<file path="config.mk">
export PLATFORM = sky130hd
export DESIGN_NAME = cpm_clock_power_ctrl
export DESIGN_NICKNAME = d
export VERILOG_FILES = /design/src/rtl/cpm_pkg.sv /design/src/rtl/cpm_clock_power_ctrl.sv
export SDC_FILE = /design/constraint.sdc
export NUM_CORES = 1
export LEC_CHECK = 0
export ABC_CLOCK_PERIOD_IN_PS = 10500
export BUFFER_PORTS_ARGS = -buffer_cell sky130_fd_sc_hd__clkbuf_2
export CORE_MARGIN = 2
export CORE_UTILIZATION = 65
export DETAILED_ROUTE_END_ITERATION = 10
export GPL_TIMING_DRIVEN = 0
export HOLD_SLACK_MARGIN = 0.03
export PLACE_DENSITY = 0.84
export SKIP_LAST_GASP = 1
export SLEW_MARGIN = 40
export SYNTH_ARGS = -nofsm -noshare
export SYNTH_HDL_FRONTEND = slang
export SYNTH_SLANG_ARGS = --single-unit
</file>
<file path="constraint.sdc">
create_clock -name clk -period 10.5 [get_ports clk]
set_input_delay 0.525 -clock clk [delete_from_list [all_inputs] [get_ports clk]]
set_output_delay 0.525 -clock clk [all_outputs]
set_load 0.01 [all_outputs]
</file>
<file path="src/rtl/cpm_pkg.sv">
/*
 * constants, types and register map of the clock and power mode controller.
 * assumes one 50 MHz clock and an AXI4-Lite master with 8-bit byte addresses.
 */
// What this block does
// - system and peripheral clocks pick crystal, main internal, 40 kHz or 32 kHz source.
// - source changes never glitch the delivered clock; crossings are synchronised.
// - the high-frequency system clock is divided into synchronous peripheral clocks.
// - eight 16-bit peripheral dividers; exactly two also divide fractionally.
// - main internal oscillator resets to 24 MHz, adjustable 24 to 48 MHz in 4 MHz steps.
// - radio synthesizer reference comes only from the crystal oscillator.
// - Active, Sleep and Deep Sleep modes; both sleep modes are entered from and return to Active; Active clocks everything.
// - Sleep gates processor, flash and SRAM clocks; any wake-up event wakes at once (the code wakes Sleep on wake_event only, not on wic_wake).
// - Deep Sleep turns off the high-speed clock; return takes 35 us.
// - wake-up interrupt controller wakes from Deep Sleep; processor power may be removed.
// - mode entry waits for adequate supply; brown-out issues a reset.
`default_nettype none
package cpm_pkg;
	// register byte addresses
	localparam logic [7:0] ADDR_CTRL = 8'h00;
	localparam logic [7:0] ADDR_MODE = 8'h04;
	localparam logic [7:0] ADDR_STAT = 8'h08;
	localparam logic [2:0] DIV_PAGE = 3'h1;
	// control fields
	localparam int SYS_SRC_POS = 0;
	localparam int PERI_SRC_POS = 4;
	localparam int TRIM_POS = 8;
	localparam logic [31:0] CTRL_MASK = 32'h0000_0773;
	localparam logic [31:0] CTRL_RST = 32'h0000_0041;
	localparam logic [2:0] TRIM_MAX = 3'h6;
	localparam logic [2:0] PERI_FROM_SYS = 3'h4;
	// mode command bits
	localparam int MODE_SLEEP_POS = 0;
	localparam int MODE_DEEP_POS = 1;
	// divider fields
	localparam int NUM_DIV = 8;
	localparam int NUM_FRAC = 2;
	localparam int DIV_FRAC_POS = 16;
	localparam int DIV_EN_POS = 31;
	localparam logic [31:0] DIV_MASK_INT = 32'h8000_FFFF;
	localparam logic [31:0] DIV_MASK_FRAC = 32'h801F_FFFF;
	localparam logic [31:0] DIV_RST = 32'h0000_0000;
	// synchroniser vector layout
	localparam int SYNC_W = 12;
	localparam int S_READY = 4;
	localparam int S_WAKE = 8;
	localparam int S_WIC = 9;
	localparam int S_SUPPLY = 10;
	localparam int S_BROWN = 11;
	// timing
	localparam int CLK_MHZ = 50;
	localparam int WAKE_US = 35;
	localparam int WAKE_CYC = WAKE_US * CLK_MHZ;
	localparam logic [1:0] RESP_OKAY = 2'b00;
	localparam logic [1:0] RESP_SLVERR = 2'b10;

	typedef enum logic [1:0] {
		SRC_XTAL = 2'b00,
		SRC_MAIN = 2'b01,
		SRC_LOWF = 2'b10,
		SRC_WATCH = 2'b11
	} cpm_src_t;

	typedef enum logic [2:0] {
		PM_HOLD = 3'b000,
		PM_ACTIVE = 3'b001,
		PM_SLEEP = 3'b010,
		PM_DEEP = 3'b011,
		PM_WAKE = 3'b100
	} cpm_pm_t;

	typedef struct packed {
		logic awvalid;
		logic [7:0] awaddr;
		logic wvalid;
		logic [31:0] wdata;
		logic [3:0] wstrb;
		logic bready;
		logic arvalid;
		logic [7:0] araddr;
		logic rready;
	} cpm_axi_req_t;

	typedef struct packed {
		logic awready;
		logic wready;
		logic bvalid;
		logic [1:0] bresp;
		logic arready;
		logic rvalid;
		logic [31:0] rdata;
		logic [1:0] rresp;
	} cpm_axi_rsp_t;
endpackage
`default_nettype wire

</file>
<file path="src/rtl/cpm_clock_power_ctrl.sv">
/*
 * clock source switch, peripheral dividers and power mode sequencer.
 * assumes oscillator waveforms and status pins are asynchronous to clk,
 * and an AXI4-Lite master on clk.
 */
// The address map and register access over AXI4-Lite were decided locally.
`default_nettype none
module cpm_clock_power_ctrl import cpm_pkg::*; (
	input wire logic clk,
	input wire logic rst_n,
	input wire cpm_axi_req_t axi_in,
	output var cpm_axi_rsp_t axi_out,
	input wire logic [3:0] osc_in,
	input wire logic [3:0] osc_ready,
	input wire logic wake_event,
	input wire logic wic_wake,
	input wire logic supply_ok,
	input wire logic brownout,
	output logic high_freq_system_clock,
	output logic [NUM_DIV-1:0] peri_clk_en,
	output logic radio_ref_clk,
	output logic cpu_clk_en,
	output logic cpu_pwr_en,
	output logic [1:0] hf_osc_en,
	output logic [2:0] main_internal_osc_freq,
	output logic bod_reset
);
	logic [SYNC_W-1:0] sync1, sync2;
	logic [31:0] ctrl, next_ctrl;
	logic [31:0] div_cfg [NUM_DIV];
	logic [31:0] next_div_cfg [NUM_DIV];
	logic aw_hold, next_aw_hold, w_hold, next_w_hold;
	logic [7:0] aw_addr, next_aw_addr;
	logic [31:0] w_data, next_w_data;
	logic [3:0] w_strb, next_w_strb;
	logic sleep_cmd, next_sleep_cmd, deep_cmd, next_deep_cmd, deep_pend, next_deep_pend;
	cpm_axi_rsp_t next_rsp;
	cpm_pm_t pm, next_pm;
	logic [10:0] wake_cnt, next_wake_cnt;
	logic next_cpu_clk_en, next_cpu_pwr_en, next_bod_reset;
	logic [1:0] next_hf_osc_en;
	cpm_src_t cur_src, next_cur_src;
	logic gate, next_gate, next_hf_out, peri_prev, next_peri_prev;
	logic src_now, want_on, peri_edge;
	// two-flop synchronisers, radio reference from crystal only
	always_ff @(posedge clk or negedge rst_n) begin
		if (!rst_n) begin
			sync1 <= '0;
			sync2 <= '0;
			radio_ref_clk <= 1'b0;
		end else begin
			sync1 <= {brownout, supply_ok, wic_wake, wake_event, osc_ready, osc_in};
			sync2 <= sync1;
			radio_ref_clk <= sync2[SRC_XTAL];
		end
	end
	function automatic logic [31:0] merge(input logic [31:0] old, input logic [31:0] nw,
		input logic [3:0] strb);
		logic [31:0] m;
		m = {{8{strb[3]}}, {8{strb[2]}}, {8{strb[1]}}, {8{strb[0]}}};
		return (old & ~m) | (nw & m);
	endfunction
	function automatic logic div_hit(input logic [7:0] a);
		return a[7:5] == DIV_PAGE && a[1:0] == 2'b00;
	endfunction
	// register bus
	always_comb begin
		logic [31:0] v;
		v = '0;
		next_ctrl = ctrl;
		next_div_cfg = div_cfg;
		next_aw_hold = aw_hold;
		next_aw_addr = aw_addr;
		next_w_hold = w_hold;
		next_w_data = w_data;
		next_w_strb = w_strb;
		next_sleep_cmd = 1'b0;
		next_deep_cmd = 1'b0;
		next_rsp = axi_out;
		if (axi_in.awvalid && axi_out.awready) begin
			next_aw_hold = 1'b1;
			next_aw_addr = axi_in.awaddr;
		end
		if (axi_in.wvalid && axi_out.wready) begin
			next_w_hold = 1'b1;
			next_w_data = axi_in.wdata;
			next_w_strb = axi_in.wstrb;
		end
		if (axi_out.bvalid && axi_in.bready) begin
			next_rsp.bvalid = 1'b0;
		end
		if (next_aw_hold && next_w_hold && !next_rsp.bvalid) begin
			next_aw_hold = 1'b0;
			next_w_hold = 1'b0;
			next_rsp.bvalid = 1'b1;
			next_rsp.bresp = RESP_OKAY;
			if (next_aw_addr == ADDR_CTRL) begin
				v = merge(ctrl, next_w_data, next_w_strb) & CTRL_MASK;
				if (v[TRIM_POS+:3] > TRIM_MAX) begin
					v[TRIM_POS+:3] = TRIM_MAX;
				end
				next_ctrl = v;
			end else if (next_aw_addr == ADDR_MODE) begin
				if (next_w_strb[0]) begin
					next_sleep_cmd = next_w_data[MODE_SLEEP_POS];
					next_deep_cmd = next_w_data[MODE_DEEP_POS];
				end
			end else if (div_hit(next_aw_addr)) begin
				v = merge(div_cfg[next_aw_addr[4:2]], next_w_data, next_w_strb);
				next_div_cfg[next_aw_addr[4:2]] = v &
					(32'(next_aw_addr[4:2]) < NUM_FRAC ? DIV_MASK_FRAC : DIV_MASK_INT);
			end else if (next_aw_addr != ADDR_STAT) begin
				next_rsp.bresp = RESP_SLVERR;
			end
		end
		next_rsp.awready = !next_aw_hold && !next_rsp.bvalid;
		next_rsp.wready = !next_w_hold && !next_rsp.bvalid;
		if (axi_out.rvalid && axi_in.rready) begin
			next_rsp.rvalid = 1'b0;
		end
		if (axi_in.arvalid && axi_out.arready) begin
			next_rsp.rvalid = 1'b1;
			next_rsp.rresp = RESP_OKAY;
			next_rsp.rdata = '0;
			if (axi_in.araddr == ADDR_CTRL) begin
				next_rsp.rdata = ctrl;
			end else if (axi_in.araddr == ADDR_STAT) begin
				next_rsp.rdata = {22'h0, gate, 1'b0, 2'b00, cur_src, 1'b0, pm};
			end else if (div_hit(axi_in.araddr)) begin
				next_rsp.rdata = div_cfg[axi_in.araddr[4:2]];
			end else if (axi_in.araddr != ADDR_MODE) begin
				next_rsp.rresp = RESP_SLVERR;
			end
		end
		next_rsp.arready = !next_rsp.rvalid;
	end
	always_ff @(posedge clk or negedge rst_n) begin
		if (!rst_n) begin
			ctrl <= CTRL_RST;
			div_cfg <= '{default: DIV_RST};
			aw_hold <= 1'b0;
			aw_addr <= '0;
			w_hold <= 1'b0;
			w_data <= '0;
			w_strb <= '0;
			sleep_cmd <= 1'b0;
			deep_cmd <= 1'b0;
			axi_out <= '0;
		end else begin
			ctrl <= next_ctrl;
			div_cfg <= next_div_cfg;
			aw_hold <= next_aw_hold;
			aw_addr <= next_aw_addr;
			w_hold <= next_w_hold;
			w_data <= next_w_data;
			w_strb <= next_w_strb;
			sleep_cmd <= next_sleep_cmd;
			deep_cmd <= next_deep_cmd;
			axi_out <= next_rsp;
		end
	end
	// power mode sequencer
	always_comb begin
		next_pm = pm;
		next_wake_cnt = wake_cnt;
		unique case (pm)
			PM_HOLD: next_pm = PM_ACTIVE;
			PM_ACTIVE: begin
				// deep entry waits until the gate has shut on a low phase
				if ((deep_cmd || deep_pend) && !gate) begin
					next_pm = PM_DEEP;
				end else if (sleep_cmd && !deep_cmd && !deep_pend) begin
					next_pm = PM_SLEEP;
				end
			end
			PM_SLEEP: begin
				if (sync2[S_WAKE]) begin
					next_pm = PM_ACTIVE;
				end
			end
			PM_DEEP: begin
				if (sync2[S_WIC]) begin
					next_pm = PM_WAKE;
					next_wake_cnt = 11'(WAKE_CYC - 1);
				end
			end
			PM_WAKE: begin
				if (wake_cnt != '0) begin
					next_wake_cnt = wake_cnt - 11'h1;
				end else if (gate && cur_src == cpm_src_t'(ctrl[SYS_SRC_POS+:2])) begin
					next_pm = PM_ACTIVE;
				end
			end
			default: next_pm = PM_HOLD;
		endcase
		if (sync2[S_BROWN] || !sync2[S_SUPPLY]) begin
			next_pm = PM_HOLD;
		end
		next_bod_reset = sync2[S_BROWN];
		next_cpu_clk_en = next_pm == PM_ACTIVE;
		next_cpu_pwr_en = next_pm != PM_DEEP;
		next_hf_osc_en = next_pm == PM_DEEP ? 2'b00 : 2'b11;
		next_deep_pend = (deep_cmd || deep_pend) && pm == PM_ACTIVE && next_pm == PM_ACTIVE;
	end
	always_ff @(posedge clk or negedge rst_n) begin
		if (!rst_n) begin
			pm <= PM_HOLD;
			wake_cnt <= '0;
			deep_pend <= 1'b0;
			cpu_clk_en <= 1'b0;
			cpu_pwr_en <= 1'b1;
			hf_osc_en <= 2'b11;
			bod_reset <= 1'b0;
			main_internal_osc_freq <= CTRL_RST[TRIM_POS+:3];
		end else begin
			pm <= next_pm;
			wake_cnt <= next_wake_cnt;
			deep_pend <= next_deep_pend;
			cpu_clk_en <= next_cpu_clk_en;
			cpu_pwr_en <= next_cpu_pwr_en;
			hf_osc_en <= next_hf_osc_en;
			bod_reset <= next_bod_reset;
			main_internal_osc_freq <= ctrl[TRIM_POS+:3];
		end
	end
	// glitch-free source switch: gate moves only while the source is low
	always_comb begin
		src_now = sync2[cur_src];
		want_on = (pm == PM_ACTIVE && !deep_cmd && !deep_pend) || pm == PM_SLEEP ||
			(pm == PM_WAKE && sync2[S_READY + 32'(ctrl[SYS_SRC_POS+:2])]);
		next_cur_src = cur_src;
		next_gate = gate;
		if (gate) begin
			if ((cur_src != cpm_src_t'(ctrl[SYS_SRC_POS+:2]) || !want_on) && !src_now) begin
				next_gate = 1'b0;
			end
		end else if (want_on && !sync2[ctrl[SYS_SRC_POS+:2]]) begin
			next_cur_src = cpm_src_t'(ctrl[SYS_SRC_POS+:2]);
			next_gate = 1'b1;
		end
		next_hf_out = next_gate && sync2[next_cur_src];
		if (ctrl[PERI_SRC_POS+:3] == PERI_FROM_SYS) begin
			next_peri_prev = high_freq_system_clock;
		end else begin
			next_peri_prev = sync2[ctrl[PERI_SRC_POS+:2]];
		end
		peri_edge = next_peri_prev && !peri_prev;
	end
	always_ff @(posedge clk or negedge rst_n) begin
		if (!rst_n) begin
			cur_src <= SRC_MAIN;
			gate <= 1'b0;
			high_freq_system_clock <= 1'b0;
			peri_prev <= 1'b0;
		end else begin
			cur_src <= next_cur_src;
			gate <= next_gate;
			high_freq_system_clock <= next_hf_out;
			peri_prev <= next_peri_prev;
		end
	end
	// peripheral dividers, period = int + 1 plus one when fraction carries
	for (genvar i = 0; i < NUM_DIV; i++) begin : g_div
		logic [15:0] cnt, next_cnt;
		logic [4:0] acc, next_acc;
		logic carry, next_carry, pulse, next_pulse;
		always_comb begin
			logic [5:0] sum;
			sum = {1'b0, acc} + {1'b0, div_cfg[i][DIV_FRAC_POS+:5]};
			next_cnt = cnt;
			next_acc = acc;
			next_carry = carry;
			next_pulse = 1'b0;
			if (!div_cfg[i][DIV_EN_POS]) begin
				next_cnt = '0;
				next_acc = '0;
				next_carry = 1'b0;
			end else if (peri_edge) begin
				if ({1'b0, cnt} >= {1'b0, div_cfg[i][15:0]} + {16'h0, carry}) begin
					next_cnt = '0;
					next_pulse = 1'b1;
					next_acc = sum[4:0];
					next_carry = sum[5];
				end else begin
					next_cnt = cnt + 16'h1;
				end
			end
		end
		always_ff @(posedge clk or negedge rst_n) begin
			if (!rst_n) begin
				cnt <= '0;
				acc <= '0;
				carry <= 1'b0;
				pulse <= 1'b0;
			end else begin
				cnt <= next_cnt;
				acc <= next_acc;
				carry <= next_carry;
				pulse <= next_pulse;
			end
		end
		assign peri_clk_en[i] = pulse;
	end
	// checks
	a_bod_reset: assert property (@(posedge clk) disable iff (!rst_n)
		sync2[S_BROWN] |=> bod_reset && pm == PM_HOLD)
		else $error("brown-out did not reset");
	a_supply_hold: assert property (@(posedge clk) disable iff (!rst_n)
		!sync2[S_SUPPLY] |=> pm == PM_HOLD && !cpu_clk_en)
		else $error("mode entered without supply");
	a_radio_xtal: assert property (@(posedge clk) disable iff (!rst_n)
		radio_ref_clk == $past(sync2[SRC_XTAL]))
		else $error("radio reference not from crystal");
	a_sleep_gate: assert property (@(posedge clk) disable iff (!rst_n)
		pm != PM_ACTIVE |-> !cpu_clk_en)
		else $error("processor clocked outside active");
	a_sleep_wake: assert property (@(posedge clk) disable iff (!rst_n)
		pm == PM_SLEEP && sync2[S_WAKE] && sync2[S_SUPPLY] && !sync2[S_BROWN]
		|=> pm == PM_ACTIVE ##0 cpu_clk_en)
		else $error("sleep wake not immediate");
	a_deep_off: assert property (@(posedge clk) disable iff (!rst_n)
		pm == PM_DEEP |-> hf_osc_en == 2'b00 && !cpu_pwr_en && !high_freq_system_clock)
		else $error("high-speed clock alive in deep sleep");
	a_wake_time: assert property (@(posedge clk) disable iff (!rst_n)
		$rose(pm == PM_WAKE) |-> wake_cnt == 11'(WAKE_CYC - 1) ##1 pm == PM_WAKE [*8])
		else $error("deep sleep exit too short");
	a_wake_stable: assert property (@(posedge clk) disable iff (!rst_n)
		$past(pm) == PM_WAKE && pm == PM_ACTIVE |-> $past(gate) && $past(wake_cnt) == '0)
		else $error("processor released before clock stable");
	a_clean_rise: assert property (@(posedge clk) disable iff (!rst_n)
		$rose(gate) |-> !high_freq_system_clock && $past(!sync2[next_cur_src]))
		else $error("clock gate opened on high source");
	a_clean_fall: assert property (@(posedge clk) disable iff (!rst_n)
		$fell(gate) |-> !high_freq_system_clock && $stable(cur_src))
		else $error("clock gate closed on high source");
	a_trim_range: assert property (@(posedge clk) disable iff (!rst_n)
		main_internal_osc_freq <= TRIM_MAX)
		else $error("main oscillator setting out of range");
endmodule
`default_nettype wire

</file>
==> summary.md <==
| Metric | Value |
|---|---|
| Status | finished clean |
| Sort of element at the end of the critical path | flip-flop |
| Register cell area after layout | 0.01217 mm² |
| Pin count of the biggest net entering global routing | 75 |
| Proportion of register bits with asynchronous set or reset after synthesis | 1.000 |
| Setup repair after global routing missed its margin | false |
| Reg-to-reg slack, setup | 6.26 ns |
| Startpoint types | flip-flop |
| Top FF cell, synth | dfrtp_1 |
| Total power per unit cell area | 183.9 mW/mm² |
| Crit-path max cell delay | 0.56 ns |
| Pins over their slew limit | 0 |
| Sink Count | 486 |
| Number of register bits inferred by synthesis | 486 |
| Wire length of the first global-routing pass | 139400 µm |
| Number of distinct library cells after synthesis | 85 |
| Worst slack at placement | 6.408 ns |
| Largest fanout on the critical path | 10 |
| Worst path cell trace | ha_1, ha_1, and4_1, and2_1, nand4_1, xor2_1, ha_1, a211oi_1, o21ai_1, nor4_2, a2111o_1, nand2_1, buf_2, nor2_1, a22o_1 |
| Clock latency of the later-clocked register in the worst-skew pair | 0.61 ns |
| WP data required | 11.04 ns |
| Cell with the biggest individual delay on the critical path | dfrtp_1 |
| Number of cells in the design after placement | 3584 |
| Achievable frequency | 236.0 MHz |
| Final-layout fill cell count | 3044 |
| Total track usage | 0.3952 |
| Most used cells in the layout excluding fill and tap cells | 482 x dfrtp_1, 348 x nand2_1, 203 x nor2_1, 194 x ha_1, 189 x o21ai_0 |
| Final setup violation count | 0 |
| Clk_skew | 0.02671 ns |
| Syn Std Cell Area | 0.02879 mm² |
| Via count of the first global-routing pass | 24100 |
| Width of the die | 214.5 µm |
| Die Area | 0.04599 mm² |
| Routed Antenna Nets | 0 |
| Total core area | 0.04393 mm² |
| DP Wirelength | 67330 µm |
| Initial drt markers | 2793 |
| P_leak | 14.17 nW |
| Worst EP arrival | 4.78 ns |
| Layout cells sized above 1 | 0.1459 |
| Drt first pass iters | 6 |
| Number of antenna violations at the first check in global routing | 3 |
| Post CTS Setup Buffer Count | 0 |
| # IOs | 130 |
| Fin. Hold Viols | 0 |
| Number of standard cells in the final layout excluding fillers | 3692 |
| Least-Margin Pin Slew | 0.9397 ns |
| Post-CTS Hold Fix Bufs | 13 |
| Avg Vias per Cell | 6.581 |
| Total detailed-routing wirelength | 90330 µm |
| Post-synthesis instance total | 2870 |
| Reg-to-reg critical path startpoint | div_cfg[160] |
| Most common cell after layout, fill and taps aside | dfrtp_1 |
| Count of standard-cell rows | 77 |
| Smallest setup slack after layout | 6.262 ns |
| Port Buf Inserts | 104 |
| Number of enable flip-flop cells after synthesis | 0 |
| Number of buffers created by CTS | 50 |
| GR Overflow Total | 0 |
| Depth of the worst hold-timing path | 2 |
| Fraction of the yosys area taken by sequential cells | 0.4226 |
| Post-CTS resize count | 0 |
| Depth of the worst register-to-register path | 15 |
| Routability congestion estimate | 1.054 |
| Cell with the most instances on the worst path | ha_1 |
| Avg WL per Cell | 24.47 µm |
| Capture point of the worst reg-to-reg path | g_div[2].cnt[7] |
| Min-delay src | axi_in[0] |
| Initial cell density of the core | 0.6553 |
| End point of the worst hold path | axi_out[34] |
| Clock buffer depth | 3 |
| Area used by multi-input combinational logic | 0.01568 mm² |
| Type of the worst min-delay path | primary input to flip-flop |
| Die Y-Extent | 214.5 µm |
| TritonCTS clock tree | built |
| Tightest slew margin relative to the limit | 0.3682 |
| Max VDD drop | 0.1299 mV |
| Final period util | 0.4036 |
| Post-route DRC violation count | 0 |
| Number of warning messages in the yosys log | 0 |
| Clock H-tree levels | 2 |
| Final Critical Period | 4.238 ns |
| MaxCap Viol Count | 0 |
| Nets | 3330 |
| Critical setup path kind | flip-flop to flip-flop |
| Clock Pin Slew Worst Setup and Hold Paths | 0.06 ns |
| Synth Area per Inst | 10.03 µm² |
| Clk root buf | clkbuf_16 |
| Layout-stage area growth over the synthesis result | 11.59% |
| Total vias in the final route | 24300 |
[how the worst max path moves through the flow]
stage | cells after the start | slack, ns | to | from
after floorplan | 15 | 7.05 | g_div[2].cnt[13] | div_cfg[160]
after global routing | 15 | 6.09 | g_div[2].cnt[7] | div_cfg[160]
after CTS | 15 | 6.39 | g_div[2].cnt[7] | div_cfg[160]
after global placement | 1 | -1.60 | wake_cnt[6] | rst_n
after detailed placement | 15 | 6.41 | g_div[2].cnt[15] | div_cfg[160]
final | 15 | 6.26 | g_div[2].cnt[7] | div_cfg[160]
[flip-flops by register name (all words and copies together), names as in the netlist, 2 cells and up, named ones only]
name,cells
main_internal_osc_freq,3
pm,3
sync2,12
g_div.acc,40
g_div.pulse,8
sync1,12
ctrl,3
cur_src,2
div_cfg,176
w_data,22
g_div.carry,8
w_strb,4
g_div.cnt,128
aw_addr,8
wake_cnt,11
axi_out,29
[synth_stat cells, types with 8 or more instances]
library cell / n / share of area
o221ai_1: 8 / 0.0024
nor2_1: 203 / 0.026
xor2_1: 123 / 0.037
a22o_1: 12 / 0.0037
xnor2_1: 98 / 0.030
nor2b_1: 20 / 0.0043
a21o_1: 36 / 0.0094
buf_4: 25 / 0.0065
buf_1: 10 / 0.0013
o31ai_1: 19 / 0.0050
or4_1: 9 / 0.0023
fa_1: 8 / 0.0056
and4_1: 23 / 0.0070
o21a_1: 15 / 0.0039
o21ai_0: 189 / 0.033
nand4_1: 69 / 0.015
nand3_1: 182 / 0.032
buf_2: 34 / 0.0059
nand2_1: 348 / 0.045
and3_1: 37 / 0.0080
nor4_1: 13 / 0.0028
o21ai_2: 27 / 0.0082
mux4_2: 82 / 0.064
o21ai_1: 44 / 0.0076
clkbuf_1: 75 / 0.0098
or3_1: 9 / 0.0020
inv_1: 62 / 0.0081
mux2_2: 48 / 0.019
a21oi_1: 97 / 0.017
nor3_1: 52 / 0.0090
a211oi_1: 14 / 0.0037
mux2i_1: 38 / 0.013
dfrtp_1: 482 / 0.42
ha_1: 194 / 0.084
and2_1: 50 / 0.011
[kinds of logic after synthesis]
logic type | after synthesis | share of synthesized area
flip-flops | 486 | 0.4226
adder cells (fa/ha/maj) | 202 | 0.08987
XOR/XNOR | 221 | 0.06723
multiplexers | 172 | 0.09857
AO/OA/AOI/OAI | 519 | 0.1117
other | 1 | 0.0001303
AND/OR/NAND/NOR | 1051 | 0.1751
buffers and inverters | 218 | 0.03477
[power by group]
group          switching [mW]  total, mW  internal, mW
Combinational            1.20       1.80         0.600
Sequential              0.231       2.28          2.04
Clock                   0.769       1.83          1.06
[metrics by stage]
stage	hold slack (ns)	util	instance area (µm²)	setup TNS, ns	power (mW)
2_1_floorplan	0.2294	-	28830	0	3.313
3_3_place_gp	0.3327	0.6850	30090	-742.39	3.961
3_5_place_dp	0.3347	0.6899	30310	0	4.025
4_1_cts	0.1339	0.7312	32120	0	5.848
5_1_grt	0.1835	0.7313	32130	0	6.102
6_report	0.1575	0.7313	32130	0	5.907
[layer usage]
layer  GRT usage  share of wire  vias up
met5           0              0        -
met4      0.2377          0.068        0
met3     0.08340          0.092      306
met2      0.6233           0.46     1251
met1      0.5062           0.38    12080
li1            -              -    10660
[worst max-delay path, delay by kind of cell, from the launching register on]
family	cells	cell delay (ns)
XOR/XNOR	1	0.24
buffers and inverters	1	0.21
AND/OR/NAND/NOR	6	1.38
adder cells (fa/ha/maj)	3	0.91
flip-flops	1	0.56
AO/OA/AOI/OAI	4	0.87
[final cells by class]
class,instances,area share
multi-input combinational,2177,0.4879
sequential,486,0.3787
clock buffer,78,0.04825
timing repair buffer,124,0.02652
buffer,151,0.02344
tap,592,0.02305
inverter,67,0.007828
clock inverter,15,0.004128
antenna,2,0.0001558
No activity file was read; power rests on OpenSTA's default activity.
